$ cat config.mk
export PLATFORM = sky130hd
export DESIGN_NAME = orad_decoder
export DESIGN_NICKNAME = d
export VERILOG_FILES = /design/src/rtl/orad_pkg.sv /design/src/rtl/orad_decoder.sv
export SDC_FILE = /design/constraint.sdc
export NUM_CORES = 1
export LEC_CHECK = 0
export BUFFER_PORTS_ARGS = -buffer_cell sky130_fd_sc_hd__buf_2
export CORE_AREA = 4 4 84 86
export DETAILED_ROUTE_END_ITERATION = 10
export DIE_AREA = 0 0 88 90
export PLACE_DENSITY = 0.78
export SETUP_SLACK_MARGIN = 0.05
export SLEW_MARGIN = 20
export SYNTH_ARGS = -nofsm -noshare
export SYNTH_HDL_FRONTEND = slang
export SYNTH_SLANG_ARGS = --single-unit
$ cat constraint.sdc
create_clock -name mclk_i -period 2.35 [get_ports mclk_i]
set_clock_uncertainty 0.15 [all_clocks]
set_input_delay 0.235 -clock mclk_i [delete_from_list [all_inputs] [get_ports mclk_i]]
set_output_delay 0.235 -clock mclk_i [all_outputs]
set_load 0.01 [all_outputs]
$ cat src/rtl/orad_pkg.sv
// Package for the accumulator OR opcode decoder: byte encodings, forms and carriers.
// Assumes a byte-wide instruction stream on the core clock.
package orad_pkg;

    // Leading opcode bytes, then the second and third bytes of the 3Ch prefix sequence
    localparam logic [7:0] B1_PTR_IND = 8'h16;
    localparam logic [7:0] B1_DISP = 8'h06;
    localparam logic [7:0] B1_WIDE = 8'h0A;
    localparam logic [7:0] B1_REG_IDX = 8'h17;
    localparam logic [7:0] B1_PREFIX = 8'h3C;
    localparam logic [7:0] B2_PREFIX = 8'h07;
    localparam logic [7:0] B3_SDIR_WR = 8'hBE;

    // Second byte: upper nibble selects, lower nibble is fixed
    localparam int SEL_MSB = 7;
    localparam int SEL_LSB = 4;
    localparam logic [3:0] B2_LOW_NIB = 4'hE;
    localparam logic [3:0] SEL_SP_DISP = 4'h1;
    localparam logic [3:0] SEL_ABS16_RD = 4'h4;
    localparam logic [3:0] SEL_ABS24_RD = 4'h5;
    localparam logic [3:0] SEL_ABS16_WR = 4'hC;
    localparam logic [3:0] SEL_ABS24_WR = 4'hD;

    // Address lanes inside the assembled 24-bit operand
    localparam logic [1:0] LANE_LOW = 2'h0;
    localparam logic [1:0] LANE_HIGH = 2'h1;
    localparam logic [1:0] LANE_TOP = 2'h2;

    typedef enum logic [3:0] {
        ORAD_FORM_PTR_IND = 4'h0,
        ORAD_FORM_PTR_DISP = 4'h1,
        ORAD_FORM_SP_DISP = 4'h2,
        ORAD_FORM_BASE24_IDX = 4'h3,
        ORAD_FORM_ABS16_RD = 4'h4,
        ORAD_FORM_ABS24_RD = 4'h5,
        ORAD_FORM_ABS16_WR = 4'h6,
        ORAD_FORM_ABS24_WR = 4'h7,
        ORAD_FORM_SDIR_WR = 4'h8,
        ORAD_FORM_REG_IDX = 4'h9,
        ORAD_FORM_ILLEGAL = 4'hF
    } orad_form_t;

    typedef enum logic [2:0] {
        ORAD_PTR_NONE = 3'h0,
        ORAD_PTR_THIRD = 3'h1,
        ORAD_PTR_WORD = 3'h2,
        ORAD_PTR_FOURTH = 3'h3,
        ORAD_PTR_FIFTH = 3'h4,
        ORAD_PTR_SP = 3'h5
    } orad_ptr_t;

    typedef enum logic [2:0] {
        ORAD_IDX_NONE = 3'h0,
        ORAD_IDX_ACC = 3'h1,
        ORAD_IDX_B = 3'h2,
        ORAD_IDX_DE = 3'h3,
        ORAD_IDX_HL = 3'h4
    } orad_idx_t;

    typedef enum logic [1:0] {
        ORAD_UPD_NONE = 2'h0,
        ORAD_UPD_INC = 2'h1,
        ORAD_UPD_DEC = 2'h2
    } orad_upd_t;

    typedef struct packed {
        orad_form_t form;
        orad_ptr_t ptr;
        orad_idx_t idx;
        orad_upd_t upd;
        logic to_mem;
        logic [23:0] operand;
    } orad_dec_t;

    localparam orad_dec_t DEC_RESET = '{ORAD_FORM_ILLEGAL, ORAD_PTR_NONE, ORAD_IDX_NONE,
                                        ORAD_UPD_NONE, 1'b0, 24'h000000};

endpackage

$ cat src/rtl/orad_decoder.sv
// Accumulator OR opcode decoder with a small OR result stage.
// Assumes the fetch unit and execution datapath run on mclk_i, so no synchronisers.
//
// Overview of operation
// - 16h then 0x/1x/2x/3x Eh: post-update pointer
// - 06h then pointer select, displacement third byte
// - 06h 1Eh: stack pointer plus displacement
// - 0Ah 4Eh: read 16-bit absolute, low first
// - 0Ah 5Eh: read 24-bit absolute, top first
// - 0Ah CEh: write 16-bit absolute, low first
// - 0Ah DEh: write 24-bit absolute, top first
// - 3Ch 07h BEh offset: OR through short pointer
// - 17h 0Eh/1Eh/2Eh: register plus register indexing
`timescale 1ns/100ps

module orad_decoder (
    input wire logic mclk_i,
    input wire logic reset_i,
    input wire logic fetch_valid_i,
    input wire logic [7:0] fetch_byte_i,
    output logic fetch_ready_o,
    output logic dec_valid_o,
    output orad_pkg::orad_dec_t dec_o,
    input wire logic dec_ready_i,
    input wire logic exec_go_i,
    input wire logic [7:0] exec_acc_i,
    input wire logic [7:0] exec_mem_i,
    output logic res_valid_o,
    output logic [7:0] res_data_o,
    output logic res_to_mem_o
);

    typedef enum logic [2:0] {
        ORAD_ST_B1 = 3'h0,
        ORAD_ST_B2 = 3'h1,
        ORAD_ST_PFX2 = 3'h2,
        ORAD_ST_PFX3 = 3'h3,
        ORAD_ST_OPND = 3'h4,
        ORAD_ST_OUT = 3'h5
    } orad_state_t;

    orad_state_t state_r;
    orad_state_t state_nxt;
    logic [7:0] first_r;
    logic [7:0] first_nxt;
    logic [1:0] left_r;
    logic [1:0] left_nxt;
    logic [1:0] pos_r;
    logic [1:0] pos_nxt;
    orad_pkg::orad_dec_t dec_r;
    orad_pkg::orad_dec_t dec_nxt;
    logic dst_mem_r;
    logic dst_mem_nxt;
    logic res_valid_r;
    logic res_valid_nxt;
    logic [7:0] res_data_r;
    logic [7:0] res_data_nxt;
    logic res_to_mem_r;
    logic res_to_mem_nxt;

    // Operand bytes that follow the opcode for each form
    function automatic logic [1:0] opnd_count(input orad_pkg::orad_form_t f);
        case (f)
            orad_pkg::ORAD_FORM_PTR_DISP,
            orad_pkg::ORAD_FORM_SP_DISP,
            orad_pkg::ORAD_FORM_SDIR_WR: opnd_count = 2'd1;
            orad_pkg::ORAD_FORM_ABS16_RD,
            orad_pkg::ORAD_FORM_ABS16_WR: opnd_count = 2'd2;
            orad_pkg::ORAD_FORM_ABS24_RD,
            orad_pkg::ORAD_FORM_ABS24_WR,
            orad_pkg::ORAD_FORM_BASE24_IDX: opnd_count = 2'd3;
            default: opnd_count = 2'd0;
        endcase
    endfunction

    // Which address lane the n-th operand byte fills
    function automatic logic [1:0] lane_of(input orad_pkg::orad_form_t f, input logic [1:0] n);
        if (f == orad_pkg::ORAD_FORM_ABS24_RD || f == orad_pkg::ORAD_FORM_ABS24_WR) begin
            // Uppermost byte leads, then low, then high
            if (n == 2'd0) begin
                lane_of = orad_pkg::LANE_TOP;
            end else if (n == 2'd1) begin
                lane_of = orad_pkg::LANE_LOW;
            end else begin
                lane_of = orad_pkg::LANE_HIGH;
            end
        end else begin
            // Low, high, then highest
            lane_of = n;
        end
    endfunction

    // Decode the second byte under a known first byte
    function automatic orad_pkg::orad_dec_t decode_b2(input logic [7:0] b1, input logic [7:0] b2);
        orad_pkg::orad_dec_t d;
        logic [3:0] sel;
        d = orad_pkg::DEC_RESET;
        sel = b2[orad_pkg::SEL_MSB:orad_pkg::SEL_LSB];
        if (b2[3:0] != orad_pkg::B2_LOW_NIB) begin
            d.form = orad_pkg::ORAD_FORM_ILLEGAL;
        end else if (b1 == orad_pkg::B1_PTR_IND) begin
            if (sel < 4'h8) begin
                d.form = orad_pkg::ORAD_FORM_PTR_IND;
                d.ptr = sel[0] ? orad_pkg::ORAD_PTR_WORD : orad_pkg::ORAD_PTR_THIRD;
                d.upd = sel[1] ? orad_pkg::ORAD_UPD_DEC : orad_pkg::ORAD_UPD_INC;
                if (sel[2]) begin
                    d.upd = orad_pkg::ORAD_UPD_NONE;
                    if (sel[1]) begin
                        d.ptr = sel[0] ? orad_pkg::ORAD_PTR_FIFTH : orad_pkg::ORAD_PTR_FOURTH;
                    end
                end
            end
        end else if (b1 == orad_pkg::B1_DISP) begin
            d.form = orad_pkg::ORAD_FORM_PTR_DISP;
            case (sel)
                4'h0: d.ptr = orad_pkg::ORAD_PTR_THIRD;
                4'h2: d.ptr = orad_pkg::ORAD_PTR_WORD;
                4'h3: d.ptr = orad_pkg::ORAD_PTR_FIFTH;
                4'h4: d.ptr = orad_pkg::ORAD_PTR_FOURTH;
                orad_pkg::SEL_SP_DISP: begin
                    d.form = orad_pkg::ORAD_FORM_SP_DISP;
                    d.ptr = orad_pkg::ORAD_PTR_SP;
                end
                default: d.form = orad_pkg::ORAD_FORM_ILLEGAL;
            endcase
        end else if (b1 == orad_pkg::B1_WIDE) begin
            case (sel)
                4'h0, 4'h1, 4'h2, 4'h3: begin
                    d.form = orad_pkg::ORAD_FORM_BASE24_IDX;
                    case (sel[1:0])
                        2'h0: d.idx = orad_pkg::ORAD_IDX_DE;
                        2'h1: d.idx = orad_pkg::ORAD_IDX_ACC;
                        2'h2: d.idx = orad_pkg::ORAD_IDX_HL;
                        default: d.idx = orad_pkg::ORAD_IDX_B;
                    endcase
                end
                orad_pkg::SEL_ABS16_RD: d.form = orad_pkg::ORAD_FORM_ABS16_RD;
                orad_pkg::SEL_ABS24_RD: d.form = orad_pkg::ORAD_FORM_ABS24_RD;
                orad_pkg::SEL_ABS16_WR: begin
                    d.form = orad_pkg::ORAD_FORM_ABS16_WR;
                    d.to_mem = 1'b1;
                end
                orad_pkg::SEL_ABS24_WR: begin
                    d.form = orad_pkg::ORAD_FORM_ABS24_WR;
                    d.to_mem = 1'b1;
                end
                default: d.form = orad_pkg::ORAD_FORM_ILLEGAL;
            endcase
        end else if (b1 == orad_pkg::B1_REG_IDX) begin
            d.form = orad_pkg::ORAD_FORM_REG_IDX;
            case (sel)
                4'h0: begin
                    d.ptr = orad_pkg::ORAD_PTR_THIRD;
                    d.idx = orad_pkg::ORAD_IDX_ACC;
                end
                4'h1: begin
                    d.ptr = orad_pkg::ORAD_PTR_WORD;
                    d.idx = orad_pkg::ORAD_IDX_ACC;
                end
                4'h2: begin
                    d.ptr = orad_pkg::ORAD_PTR_THIRD;
                    d.idx = orad_pkg::ORAD_IDX_B;
                end
                default: d.form = orad_pkg::ORAD_FORM_ILLEGAL;
            endcase
        end
        decode_b2 = d;
    endfunction

    // The stream stalls while a decoded instruction waits for the datapath
    assign fetch_ready_o = (state_r != ORAD_ST_OUT);
    assign dec_valid_o = (state_r == ORAD_ST_OUT);
    assign dec_o = dec_r;
    assign res_valid_o = res_valid_r;
    assign res_data_o = res_data_r;
    assign res_to_mem_o = res_to_mem_r;

    always_comb begin
        logic take;
        logic [1:0] lane;
        take = fetch_valid_i && fetch_ready_o;
        lane = lane_of(dec_r.form, pos_r);
        state_nxt = state_r;
        first_nxt = first_r;
        left_nxt = left_r;
        pos_nxt = pos_r;
        dec_nxt = dec_r;
        case (state_r)
            ORAD_ST_B1: begin
                if (take) begin
                    first_nxt = fetch_byte_i;
                    dec_nxt = orad_pkg::DEC_RESET;
                    if (fetch_byte_i == orad_pkg::B1_PREFIX) begin
                        state_nxt = ORAD_ST_PFX2;
                    end else if (fetch_byte_i == orad_pkg::B1_PTR_IND
                                 || fetch_byte_i == orad_pkg::B1_DISP
                                 || fetch_byte_i == orad_pkg::B1_WIDE
                                 || fetch_byte_i == orad_pkg::B1_REG_IDX) begin
                        state_nxt = ORAD_ST_B2;
                    end else begin
                        // Unknown leading byte is reported at once, nothing more is eaten
                        state_nxt = ORAD_ST_OUT;
                    end
                end
            end
            ORAD_ST_B2: begin
                if (take) begin
                    dec_nxt = decode_b2(first_r, fetch_byte_i);
                    pos_nxt = 2'd0;
                    left_nxt = opnd_count(dec_nxt.form);
                    if (opnd_count(dec_nxt.form) == 2'd0) begin
                        state_nxt = ORAD_ST_OUT;
                    end else begin
                        state_nxt = ORAD_ST_OPND;
                    end
                end
            end
            ORAD_ST_PFX2: begin
                if (take) begin
                    state_nxt = (fetch_byte_i == orad_pkg::B2_PREFIX) ? ORAD_ST_PFX3 : ORAD_ST_OUT;
                end
            end
            ORAD_ST_PFX3: begin
                if (take) begin
                    if (fetch_byte_i == orad_pkg::B3_SDIR_WR) begin
                        dec_nxt.form = orad_pkg::ORAD_FORM_SDIR_WR;
                        dec_nxt.to_mem = 1'b1;
                        pos_nxt = 2'd0;
                        left_nxt = 2'd1;
                        state_nxt = ORAD_ST_OPND;
                    end else begin
                        state_nxt = ORAD_ST_OUT;
                    end
                end
            end
            ORAD_ST_OPND: begin
                if (take) begin
                    case (lane)
                        orad_pkg::LANE_LOW: dec_nxt.operand[7:0] = fetch_byte_i;
                        orad_pkg::LANE_HIGH: dec_nxt.operand[15:8] = fetch_byte_i;
                        default: dec_nxt.operand[23:16] = fetch_byte_i;
                    endcase
                    pos_nxt = pos_r + 2'd1;
                    left_nxt = left_r - 2'd1;
                    if (left_r == 2'd1) begin
                        state_nxt = ORAD_ST_OUT;
                    end
                end
            end
            ORAD_ST_OUT: begin
                if (dec_ready_i) begin
                    state_nxt = ORAD_ST_B1;
                end
            end
            default: state_nxt = ORAD_ST_B1;
        endcase
    end

    always_ff @(posedge mclk_i) begin
        if (reset_i) begin
            state_r <= ORAD_ST_B1;
            first_r <= 8'h00;
            left_r <= 2'h0;
            pos_r <= 2'h0;
            dec_r <= orad_pkg::DEC_RESET;
        end else begin
            state_r <= state_nxt;
            first_r <= first_nxt;
            left_r <= left_nxt;
            pos_r <= pos_nxt;
            dec_r <= dec_nxt;
        end
    end

    // Result stage: destination latched at hand-over so the decoder may move on
    always_comb begin
        dst_mem_nxt = dst_mem_r;
        if (dec_valid_o && dec_ready_i) begin
            dst_mem_nxt = dec_r.to_mem;
        end
        res_valid_nxt = exec_go_i;
        res_data_nxt = res_data_r;
        res_to_mem_nxt = res_to_mem_r;
        if (exec_go_i) begin
            res_data_nxt = exec_acc_i | exec_mem_i;
            res_to_mem_nxt = dst_mem_r;
        end
    end

    always_ff @(posedge mclk_i) begin
        if (reset_i) begin
            dst_mem_r <= 1'b0;
            res_valid_r <= 1'b0;
            res_data_r <= 8'h00;
            res_to_mem_r <= 1'b0;
        end else begin
            dst_mem_r <= dst_mem_nxt;
            res_valid_r <= res_valid_nxt;
            res_data_r <= res_data_nxt;
            res_to_mem_r <= res_to_mem_nxt;
        end
    end

endmodule

**After elaboration in Yosys (flattened, before gate mapping)**

Memories as Yosys holds them, arrays and structs flattened.
Cells that the tools add are included.

- Equality and inequality tests: 43
- Bitwise gates (word level): 1
- Multiplexer cells: 74
- $mul: 0
- Divide/modulo/power cells: 0
- Reduce and logical (&&, ||, !) cells: 29
- Add/subtract/negate cells: 2
- Magnitude comparators: 1
- Shift-type cells: 0

Operator list:

| cell | number |
|---|---|
| 37-bit 2-to-1 mux | 2 |
| 24-bit one-hot mux with 3 select lines | 1 |
| 3-bit 2-to-1 mux | 19 |
| 2-bit 2-to-1 mux | 17 |
| 8-bit by 5-bit == test with 1-bit output, second input constant | 4 |
| 5-bit AND reduction | 5 |
| 8-bit by 3-bit == test with 1-bit output, second input constant | 3 |
| 24-bit 2-to-1 mux | 1 |
| 4-bit 2-to-1 mux | 6 |
| 8-bit 2-to-1 mux | 3 |
| 7-bit 2-to-1 mux | 3 |
| 4-bit one-hot mux with 5 select lines | 1 |
| 3-bit one-hot mux with 6 select lines | 1 |
| 4-bit by 3-bit == test with 1-bit output, second input constant | 4 |
| 8-bit by 4-bit == test with 1-bit output, second input constant | 2 |
| 2-bit != test, second input constant | 8 |
| 8-bit one-hot mux with 2 select lines | 1 |
| 3-bit one-hot mux with 5 select lines | 1 |
| 5-bit one-hot mux with 3 select lines | 1 |
| 2-bit one-hot mux with 3 select lines | 2 |
| 4-bit one-hot mux with 3 select lines | 1 |
| 10-bit 2-to-1 mux | 1 |
| 1-bit 2-to-1 mux | 9 |
| 9-bit 2-to-1 mux | 1 |
| other kinds (33) | 53 |

- Bits in latches: 0
- Memory bits (writable): 0
- Input bits: 29
- Output and inout bits: 49
- Register bits: 63
- Word-level logic and storage cells: 168
- Memories kept: 2
- ROM bits: 64

Memory list:

| name | words | bits a word | rd ports | clocked after memory_dff | write ports | RTL line | source |
|---|---|---|---|---|---|---|---|
| (no name shown) | 16 | 2 | 1 | 0 | 0 | orad_decoder.sv:63 | `case (f)` |
| (no name shown) | 16 | 2 | 1 | 0 | 0 | orad_decoder.sv:63 |  |

**Depth between registers and ports, before layout**

Gate-level depths: netlist of the first run.
An unclocked memory read counts as a cell.

- Depth after elaboration: 17
- Depth in mapped cells: 9
- Gate-level depth less buffers: 8

**Worst setup path before layout of the first run**

No wires, ideal clock.

- Path type: input -> register
- Start point: input port fetch_byte_i[5]
- End point: register dec_r (netlist bit dec_o[33])
- Path buffers: 1
- Path slack: 0.284 ns
- Stages on the path: 8
- Arrival time: 1.796 ns
- Required time: 2.080 ns
- Cell sequence: inv_1 > ha_1 > buf_2 > nand2_1 > or4_1 > a31oi_1 > a21oi_1 > a211o_1

- Word-level cells in the longest chain between the ends: 11

Ends and longest elaborated chain:

| item | RTL line | source |
|---|---|---|
| start, declared | orad_decoder.sv:20 | `input wire logic [7:0] fetch_byte_i,` |
| 4-bit by 2-bit == test with 1-bit output (tied with other cells) | orad_decoder.sv:115, orad_decoder.sv:127 |  |
| 4-bit OR reduction | orad_decoder.sv:127 | `case (sel)` |
| 4-bit one-hot mux with 5 select lines | orad_decoder.sv:127 |  |
| 4-bit 2-to-1 mux | orad_decoder.sv:126 | `end else if (b1 == orad_pkg::B1_WIDE) begin` |
| 7-bit 2-to-1 mux | orad_decoder.sv:113 | `end else if (b1 == orad_pkg::B1_DISP) begin` |
| 7-bit 2-to-1 mux | orad_decoder.sv:101 | `end else if (b1 == orad_pkg::B1_PTR_IND) begin` |
| 4-bit 2-to-1 mux | orad_decoder.sv:99 | `if (b2[3:0] != orad_pkg::B2_LOW_NIB) begin` |
| 4-bit 2-to-1 mux | orad_decoder.sv:207 | `if (take) begin` |
| 4-bit 2-to-1 mux | orad_decoder.sv:188 | `case (state_r)` |
| 37-bit 2-to-1 mux | orad_decoder.sv:207 |  |
| 4-bit one-hot mux with 3 select lines | orad_decoder.sv:188 |  |
| end signal, assigned | orad_decoder.sv:265 | `dec_r <= orad_pkg::DEC_RESET;` |
| end signal, assigned | orad_decoder.sv:271 | `dec_r <= dec_nxt;` |
| end, declared | orad_decoder.sv:50 | `orad_pkg::orad_dec_t dec_r;` |

Parallel ways exist; a longest one is shown, timed or not. The select of a mux whose other input is x is not followed.
A chain may end at the register's enable or synchronous reset.

**Worst setup path in the final report of the first run**

- Start point: register first_r[7]
- End point: register left_r[0]

- Word-level cells in the longest chain between the ends: 11

Ends and longest elaborated chain:

| item | RTL line | source |
|---|---|---|
| start, declared | orad_decoder.sv:44 | `logic [7:0] first_r;` |
| start signal, assigned | orad_decoder.sv:268 | `first_r <= first_nxt;` |
| 8-bit by 5-bit == test with 1-bit output | orad_decoder.sv:149 | `end else if (b1 == orad_pkg::B1_REG_IDX) begin` |
| 10-bit 2-to-1 mux | orad_decoder.sv:149 |  |
| 4-bit 2-to-1 mux | orad_decoder.sv:126 |  |
| 7-bit 2-to-1 mux | orad_decoder.sv:113 |  |
| 7-bit 2-to-1 mux * | orad_decoder.sv:101 |  |
| 4-bit 2-to-1 mux * | orad_decoder.sv:99 |  |
| 4-bit 2-to-1 mux * | orad_decoder.sv:207 |  |
| 4-bit 2-to-1 mux * | orad_decoder.sv:188 |  |
| memory read 16 x 2 bit * | n/a |  |
| 2-bit 2-to-1 mux * | orad_decoder.sv:207 |  |
| 2-bit one-hot mux with 3 select lines * | orad_decoder.sv:188 |  |
| end signal, assigned | orad_decoder.sv:269 | `left_r <= left_nxt;` |
| end, declared | orad_decoder.sv:46 | `logic [1:0] left_r;` |

Mark *: on every way between the ends. The rest lies on a longest branch, timed or not. The select of a mux whose other input is x is not followed.

==> key figures, run 1 <==
Clocking
  – TritonCTS Buffers: 9
  – H-tree levels: 3
  – CTS tree: built
  – Skew-Pair Late Insertion Delay: 0.34 ns
  – Clock root cell: clkbuf_8
  – Clock buffer depth: 2
  – CTS Sinks: 63
  – CTS resizes: 0
  – Post CTS Setup Buffer Count: 0
  – Clock transition at the registers of the reported paths: 0.07 ns
  – Cts hold-fix bufs: 0

Floorplanning
  – I/O pins: 78
  – Die Wd: 88 um
  – CORE AREA: 0.006277 sq mm
  – # rows: 29
  – Initial core utilization: 0.5252
  – Die height: 90 um
  – Die area: 0.007920 sq mm

Cells and area
  – Util after Layout: 0.6315
  – Finished Layout Cells: 571
  – Fill cell count: 582
  – Sequential Area: 0.001261 sq mm
  – Layout cells sized above 1: 0.2530
  – Nets: 527
  – Post-layout instance area: 0.003964 sq mm
  – Antenna diode count: 0
  – Area delta synth->final: 20.23%
  – Multi-input logic area: 0.001878 sq mm

STA
  – Crit path time final: 2.156 ns
  – Setup violations, final: 0
  – Worst-Margin Slew: 0.7192 ns
  – Hold Violations, Final: 0
  – Final period util: 0.9176
  – Pins over their slew limit: 0
  – Max transition margin: 0.5161
  – RSZ-0062 raised after global routing: false
  – Peak Freq: 463.7 MHz

Power and ir drop
  – Switching fraction of total power: 0.3077
  – Sw Pwr: 0.0007511 W
  – VDD IR-drop max: 0.4089 mV
  – Clk pwr share: 0.315
  – Combinational power share: 0.205
  – PD cells: 615.8 mW/mm^2
  – Seq pwr share: 0.480
  – Internal power: 0.001690 W
  – P_leak: 1.759 nW

Yosys
  – Yosys top cell area share: 0.3825
  – Syn_area_per_cell: 8.081 sq um
  – Ys Warns: 0
  – Synth Area in Compound Gates: 0.2011
  – Top post-synthesis cells by count: nor2_1, dfxtp_1, nand2_1, a21oi_1, mux2i_1
  – Synthesized Nets: 444
  – Post-synth ARST share: 0
  – Synth Area in Adders: 0.02657
  – Syn Inst Count: 408
  – Main synth FF type: dfxtp_1
  – Top-count cell post-synth: nor2_1
  – Synth top area cells: dfxtp_1, nor2_1, mux2i_1, a21oi_1, nand2_1
  – Yosys top cell by area: dfxtp_1
  – Main combinational cell family by area after synthesis: simple AND/OR/NAND/NOR gates
  – Mux cell area share after synthesis: 0.07894
  – Number of synthesized flops with an enable pin: 0
  – Netlist cell types: 61
  – Register area share after synthesis: 0.3825
  – Post-synthesis simple-gate area fraction: 0.2588
  – Synth Area in XOR/XNOR: 0.002657
  – Post-synthesis cell area: 0.003297 sq mm
  – Synth Register Bits: 63

Status
  – Outcome: complete, no violations

Critical path
  – Worst Setup Path Type: reg -> reg
  – CP required: 2.44 ns
  – Arr. time, crit path: 2.25 ns
  – CP Launch Type: flip-flop
  – Critical Path End Type: flip-flop
  – CP Max Fanout: 7

Worst hold path
  – Worst Hold Class: in -> reg

Place
  – # port buffers: 77
  – Placed Cells: 557
  – Dpl cell area: 0.003807 sq mm
  – Final GP Congestion: 1.106
  – Detailed placement HPWL: 6.497 mm

Route
  – Initial DRC Count: 193
  – Wirelength per Cell: 15.26 um
  – DR vias: 3284
  – DRT antenna net count: 0
  – Drt first pass iters: 5
  – WL final: 8.715 mm
  – Vias/cell: 5.751
  – Residual DRC: 0

Global route
  – GRT Util Overall: 0.2247
  – Initial antenna violation count: 0
  – Largest net degree at the start of global routing: 49
  – Vias in the first global route: 3179
  – First-pass GRT wire length: 14.48 mm
  – Global route total overflow: 0

Job
  – Max cap viols: 0
[power by group through the flow]
stage                     sequential [W]  clock (W)  combinational [W]
after global placement           0.00119          0           0.000482
after detailed placement         0.00119          0           0.000495
after CTS                        0.00117   0.000787           0.000498
after floorplan                  0.00119          0           0.000328
final                            0.00117   0.000768           0.000501
after global routing             0.00118   0.000837           0.000555
[final cells by class]
class | count | share of cell area
multi-input cells | 308 | 0.4738
repair buffers | 96 | 0.1332
clock buffers | 9 | 0.03125
flip-flops and latches | 63 | 0.3182
clock inverters | 5 | 0.006944
inverters | 13 | 0.01231
well taps | 77 | 0.02431
[critical path, cell delays in order, from the launching register on]
cell and delay, ns:
dfxtp_1 0.35, nor4b_4 0.47, nand2_2 0.15, a21oi_2 0.12, o211ai_1 0.12, o311a_1 0.38
o41ai_2 0.32
[kinds of logic (layout without fill, tap and decap cells)]
| family | after synthesis | count (layout) |
|---|---|---|
| and+or+nand+nor | 174 | 174 |
| AOI/OAI and AO/OA | 100 | 100 |
| DFF | 63 | 63 |
| buffers and inverters | 37 | 123 |
| muxes | 26 | 26 |
| adders and majority gates | 7 | 7 |
| xor gates and xnor gates | 1 | 1 |
[layout by cell type (no fill, tap or decap), drive strengths merged, types with 5 or more instances in the layout]
master and count:
a211oi 11, a21oi 35, a31oi 7, a32oi 5
and2 7, buf 96, clkbuf 9, dfxtp 63
ha 7, inv 13, mux2i 26, nand2 38
nand3 12, nand4 6, nor2 70, nor2b 6
nor3 9, o21ai 18
[metrics by stage]
step | setup slack, ns | hold WS, ns | power [W] | setup TNS [ns]
final | 0.1936 | 0.02971 | 0.002441 | 0
after global routing | 0.05637 | 0.02801 | 0.002570 | 0
after CTS | 0.2100 | 0.01839 | 0.002455 | 0
after detailed placement | -0.09279 | 0.2931 | 0.001689 | -0.09279
after global placement | 0.04938 | 0.2866 | 0.001673 | 0
after floorplan | 0.2843 | 0.2210 | 0.001521 | 0
[path summary, 6_finish.rpt]
check                          startpoint                    endpoint  slack, ns  depth (start not counted)
setup / recovery  first_r[7]$_SDFFE_PP0P_      left_r[0]$_SDFFE_PP0P_       0.19                          6
hold / removal              exec_acc_i[3]  res_data_o[3]$_SDFFE_PP0P_       0.03                          3
setup reg to reg  first_r[7]$_SDFFE_PP0P_      left_r[0]$_SDFFE_PP0P_       0.19                          6
hold reg to reg    dec_o[27]$_SDFFE_PP0P_      dec_o[27]$_SDFFE_PP0P_       0.30                          2
[metal layers]
layer	wire length, um	track usage	vias to the layer above
li1	-	-	1620
met2	4070	0.3555	130
met4	187	0.09591	0
met3	644	0.05210	22
met1	3813	0.2887	1512
met5	0	0	-
[sequential cells by signal (all words and copies together) (netlist names)]
register / flops
dec_o: 37
state_r: 3
res_to_mem_o: 1
res_data_o: 8
first_r: 8
pos_r: 2
res_valid_o: 1
dst_mem_r: 1
left_r: 2
No activity file was read; power rests on OpenSTA's default activity.
==> run 2: changes to the inputs <==
==> constraint.sdc (replaced) <==
create_clock -name mclk_i -period 2.15 [get_ports mclk_i]
set_clock_uncertainty 0.15 [all_clocks]
set_input_delay 0.215 -clock mclk_i [delete_from_list [all_inputs] [get_ports mclk_i]]
set_output_delay 0.215 -clock mclk_i [all_outputs]
set_load 0.01 [all_outputs]
==> key figures, run 2 (synthesis gave the netlist of run 1 again) <==
Critical path
  – Slowest cell on crit path: dlygate4sd3_1
  – CP required: 2.24 ns (-0.20 ns)
  – Worst Setup Path Type: in -> reg
  – Top delay family on crit path: buffers and inverters
  – Critical Path End Type: flip-flop
  – Slowest cell delay on critical path: 0.53 ns (+0.06 ns)
  – Buf/Inv on CP: 4 (+4)
  – CP Max Fanout: 6 (-1)
  – CP most frequent cell: buf_4
  – CP cell instances: dlygate4sd3_1 -> buf_2 -> nand4b_1 -> buf_4 -> nor2_1 -> nand4_1 -> buf_4 -> o41ai_1
  – Arr. time, crit path: 2.11 ns (-0.14 ns)
  – CP Launch Type: primary input

Route
  – DR vias: 3392 (+3.3%)
  – DRT antenna net count: 0 (unchanged)
  – WL final: 9.409 mm (+8.0%)
  – Metal3 WL: 651 um (+1.1%)
  – Drt first pass iters: 4 (-1)
  – M1 WL: 4.072 mm (+6.8%)
  – Routed met2 length: 4.533 mm (+11%)
  – Vias/cell: 5.644 (-1.9%)
  – Highest metal used: met4
  – Initial DRC Count: 216 (+12%)
  – Wirelength per Cell: 15.66 um (+2.6%)
  – Residual DRC: 0 (unchanged)

STA
  – Crit path time final: 2.014 ns
  – Max transition margin: 0.6268 (+0.1107)
  – Worst-Margin Slew: 0.5578 ns (-0.1614 ns)
  – Final period util: 0.9365
  – Pins over their slew limit: 0 (unchanged)
  – Peak Freq: 496.6 MHz
  – Final setup TNS: 0 ns (unchanged)
  – Setup violations, final: 0 (unchanged)
  – Hold Violations, Final: 0 (unchanged)
  – RSZ-0062 raised after global routing: true

Cells and area
  – Most frequent cells in the layout: buf_2, nor2_1, dfxtp_1, buf_4, nand2_1
  – Finished Layout Cells: 601 (+5.3%)
  – Antenna diode count: 0 (unchanged)
  – Largest register FFs: 37 (unchanged)
  – Commonest non-fill, non-tap cell in the layout: buf_2
  – Area delta synth->final: 30.70%
  – Util after Layout: 0.6865 (+0.05501)
  – Nets: 556 (+5.5%)
  – Layout cells sized above 1: 0.3130 (+0.05994)

Floorplanning
  – I/O pins: 78 (unchanged)
  – CORE AREA: 0.006277 sq mm (unchanged)
  – Die Wd: 88 um (unchanged)
  – Die area: 0.007920 sq mm (unchanged)
  – Initial core utilization: 0.5252 (unchanged)
  – # rows: 29 (unchanged)
  – Die height: 90 um (unchanged)

Global route
  – First-pass GRT wire length: 15.32 mm (+5.8%)
  – Largest net degree at the start of global routing: 37 (-24%)
  – GRT Util Overall: 0.2385 (+0.01381)
  – Initial antenna violation count: 0 (unchanged)
  – Global route total overflow: 0 (unchanged)
  – Vias in the first global route: 3261 (+2.6%)

Job
  – Max cap viols: 0 (unchanged)

Power and ir drop
  – Clk pwr share: 0.373 (+0.058)
  – Seq pwr share: 0.424 (-0.056)
  – VDD IR-drop max: 0.6102 mV (+49%)
  – Internal power: 0.002169 W (+28%)
  – Sw Pwr: 0.0008487 W (+13%)
  – P_leak: 1.933 nW (+9.9%)
  – Combinational power share: 0.203 (-0.002)
  – Switching fraction of total power: 0.2813 (-0.02644)
  – Total power: 0.003017 W (+24%)
  – PD cells: 700.3 mW/mm^2 (+14%)

Clocking
  – TritonCTS Buffers: 9 (unchanged)
  – Clock buffer depth: 2 (unchanged)
  – CTS Sinks: 63 (unchanged)
  – H-tree levels: 3 (unchanged)
  – CTS tree: built
  – Skew-Pair Late Insertion Delay: 0.34 ns (about the same)
  – Clock root cell: clkbuf_8
  – Clock transition at the registers of the reported paths: 0.07 ns (about the same)

Status
  – Outcome: complete, no violations

Place
  – Placed Cells: 581 (+4.3%)
  – # port buffers: 77 (unchanged)
  – Detailed placement HPWL: 6.779 mm (+4.3%)
  – Final GP Congestion: 0.9428 (-15%)

Worst hold path
  – Worst Hold Class: in -> reg
-- run 2: cell types whose count changed in the layout (fill, tap and decap cells not counted), moves of 3 or more --
| cell | before | now |
|---|---|---|
| buf_4 | 19 | 44 |
| dfxtp_1 | 63 | 60 |
| dfxtp_2 | 0 | 3 |
| dlygate4sd3_1 | 0 | 3 |
-- run 2: what timing repair did --
item                                    4_1_cts  5_1_grt
resized for setup                             0       16
setup buffers                                 0        2
hold buffers                                  3        0
pin swaps                                     1        4
endpoints found under the hold margin         3        0
endpoints found under the setup margin        1       26
-- run 2: tightest hold or removal path: stages --
cell and delay, ns:
buf_2 0.09, nor2_1 0.08, a211oi_1 0.07
-- run 2: layout make-up --
class,count,area (sq um)
clock inverters,4,70.07
fillers,525,1968
well taps,77,96.34
clock buffers,11,141.4
multi-input cells,308,1922
inverters,13,48.80
repair buffers,125,765.7
flip-flops and latches,63,1265
-- run 2: path summary, 6_finish.rpt --
check	slack, ns	cells past startpoint	to	start
hold / removal	0.01	3	res_data_o[3]$_SDFFE_PP0P_	exec_acc_i[3]
setup reg to reg	0.15	3	dec_o[28]$_SDFFE_PP0P_	first_r[7]$_SDFFE_PP0P_
setup / recovery	0.14	8	left_r[1]$_SDFFE_PP0P_	fetch_byte_i[0]
hold reg to reg	0.30	2	dec_o[31]$_SDFFE_PP0P_	dec_o[31]$_SDFFE_PP0P_
-- run 2: power groups by stage --
stage,registers [W],clock network (W),logic (W)
final,0.00128,0.00112,0.000612
after global routing,0.00129,0.00120,0.000674
after CTS,0.00128,0.00115,0.000582
after detailed placement,0.00130,0,0.000573
after global placement,0.00130,0,0.000568
after floorplan,0.00130,0,0.000358
-- run 2: metal layers --
metal | vias up | GRT usage
met1 | 1567 | 0.3033
met4 | 0 | 0.08568
met3 | 18 | 0.05941
li1 | 1675 | -
met5 | - | 0
met2 | 132 | 0.3857
-- run 2: stage by stage --
step           instance area (sq um)  hold WS, ns  setup slack (ns)
3_3_place_gp                    3988       0.2873           -0.1780
4_1_cts                         4229     0.002553           0.06471
3_5_place_dp                    3988       0.2935           -0.1835
5_1_grt                         4309     0.006774           0.01584
6_report                        4309      0.01151            0.1364
2_1_floorplan                   3297       0.2010            0.1043
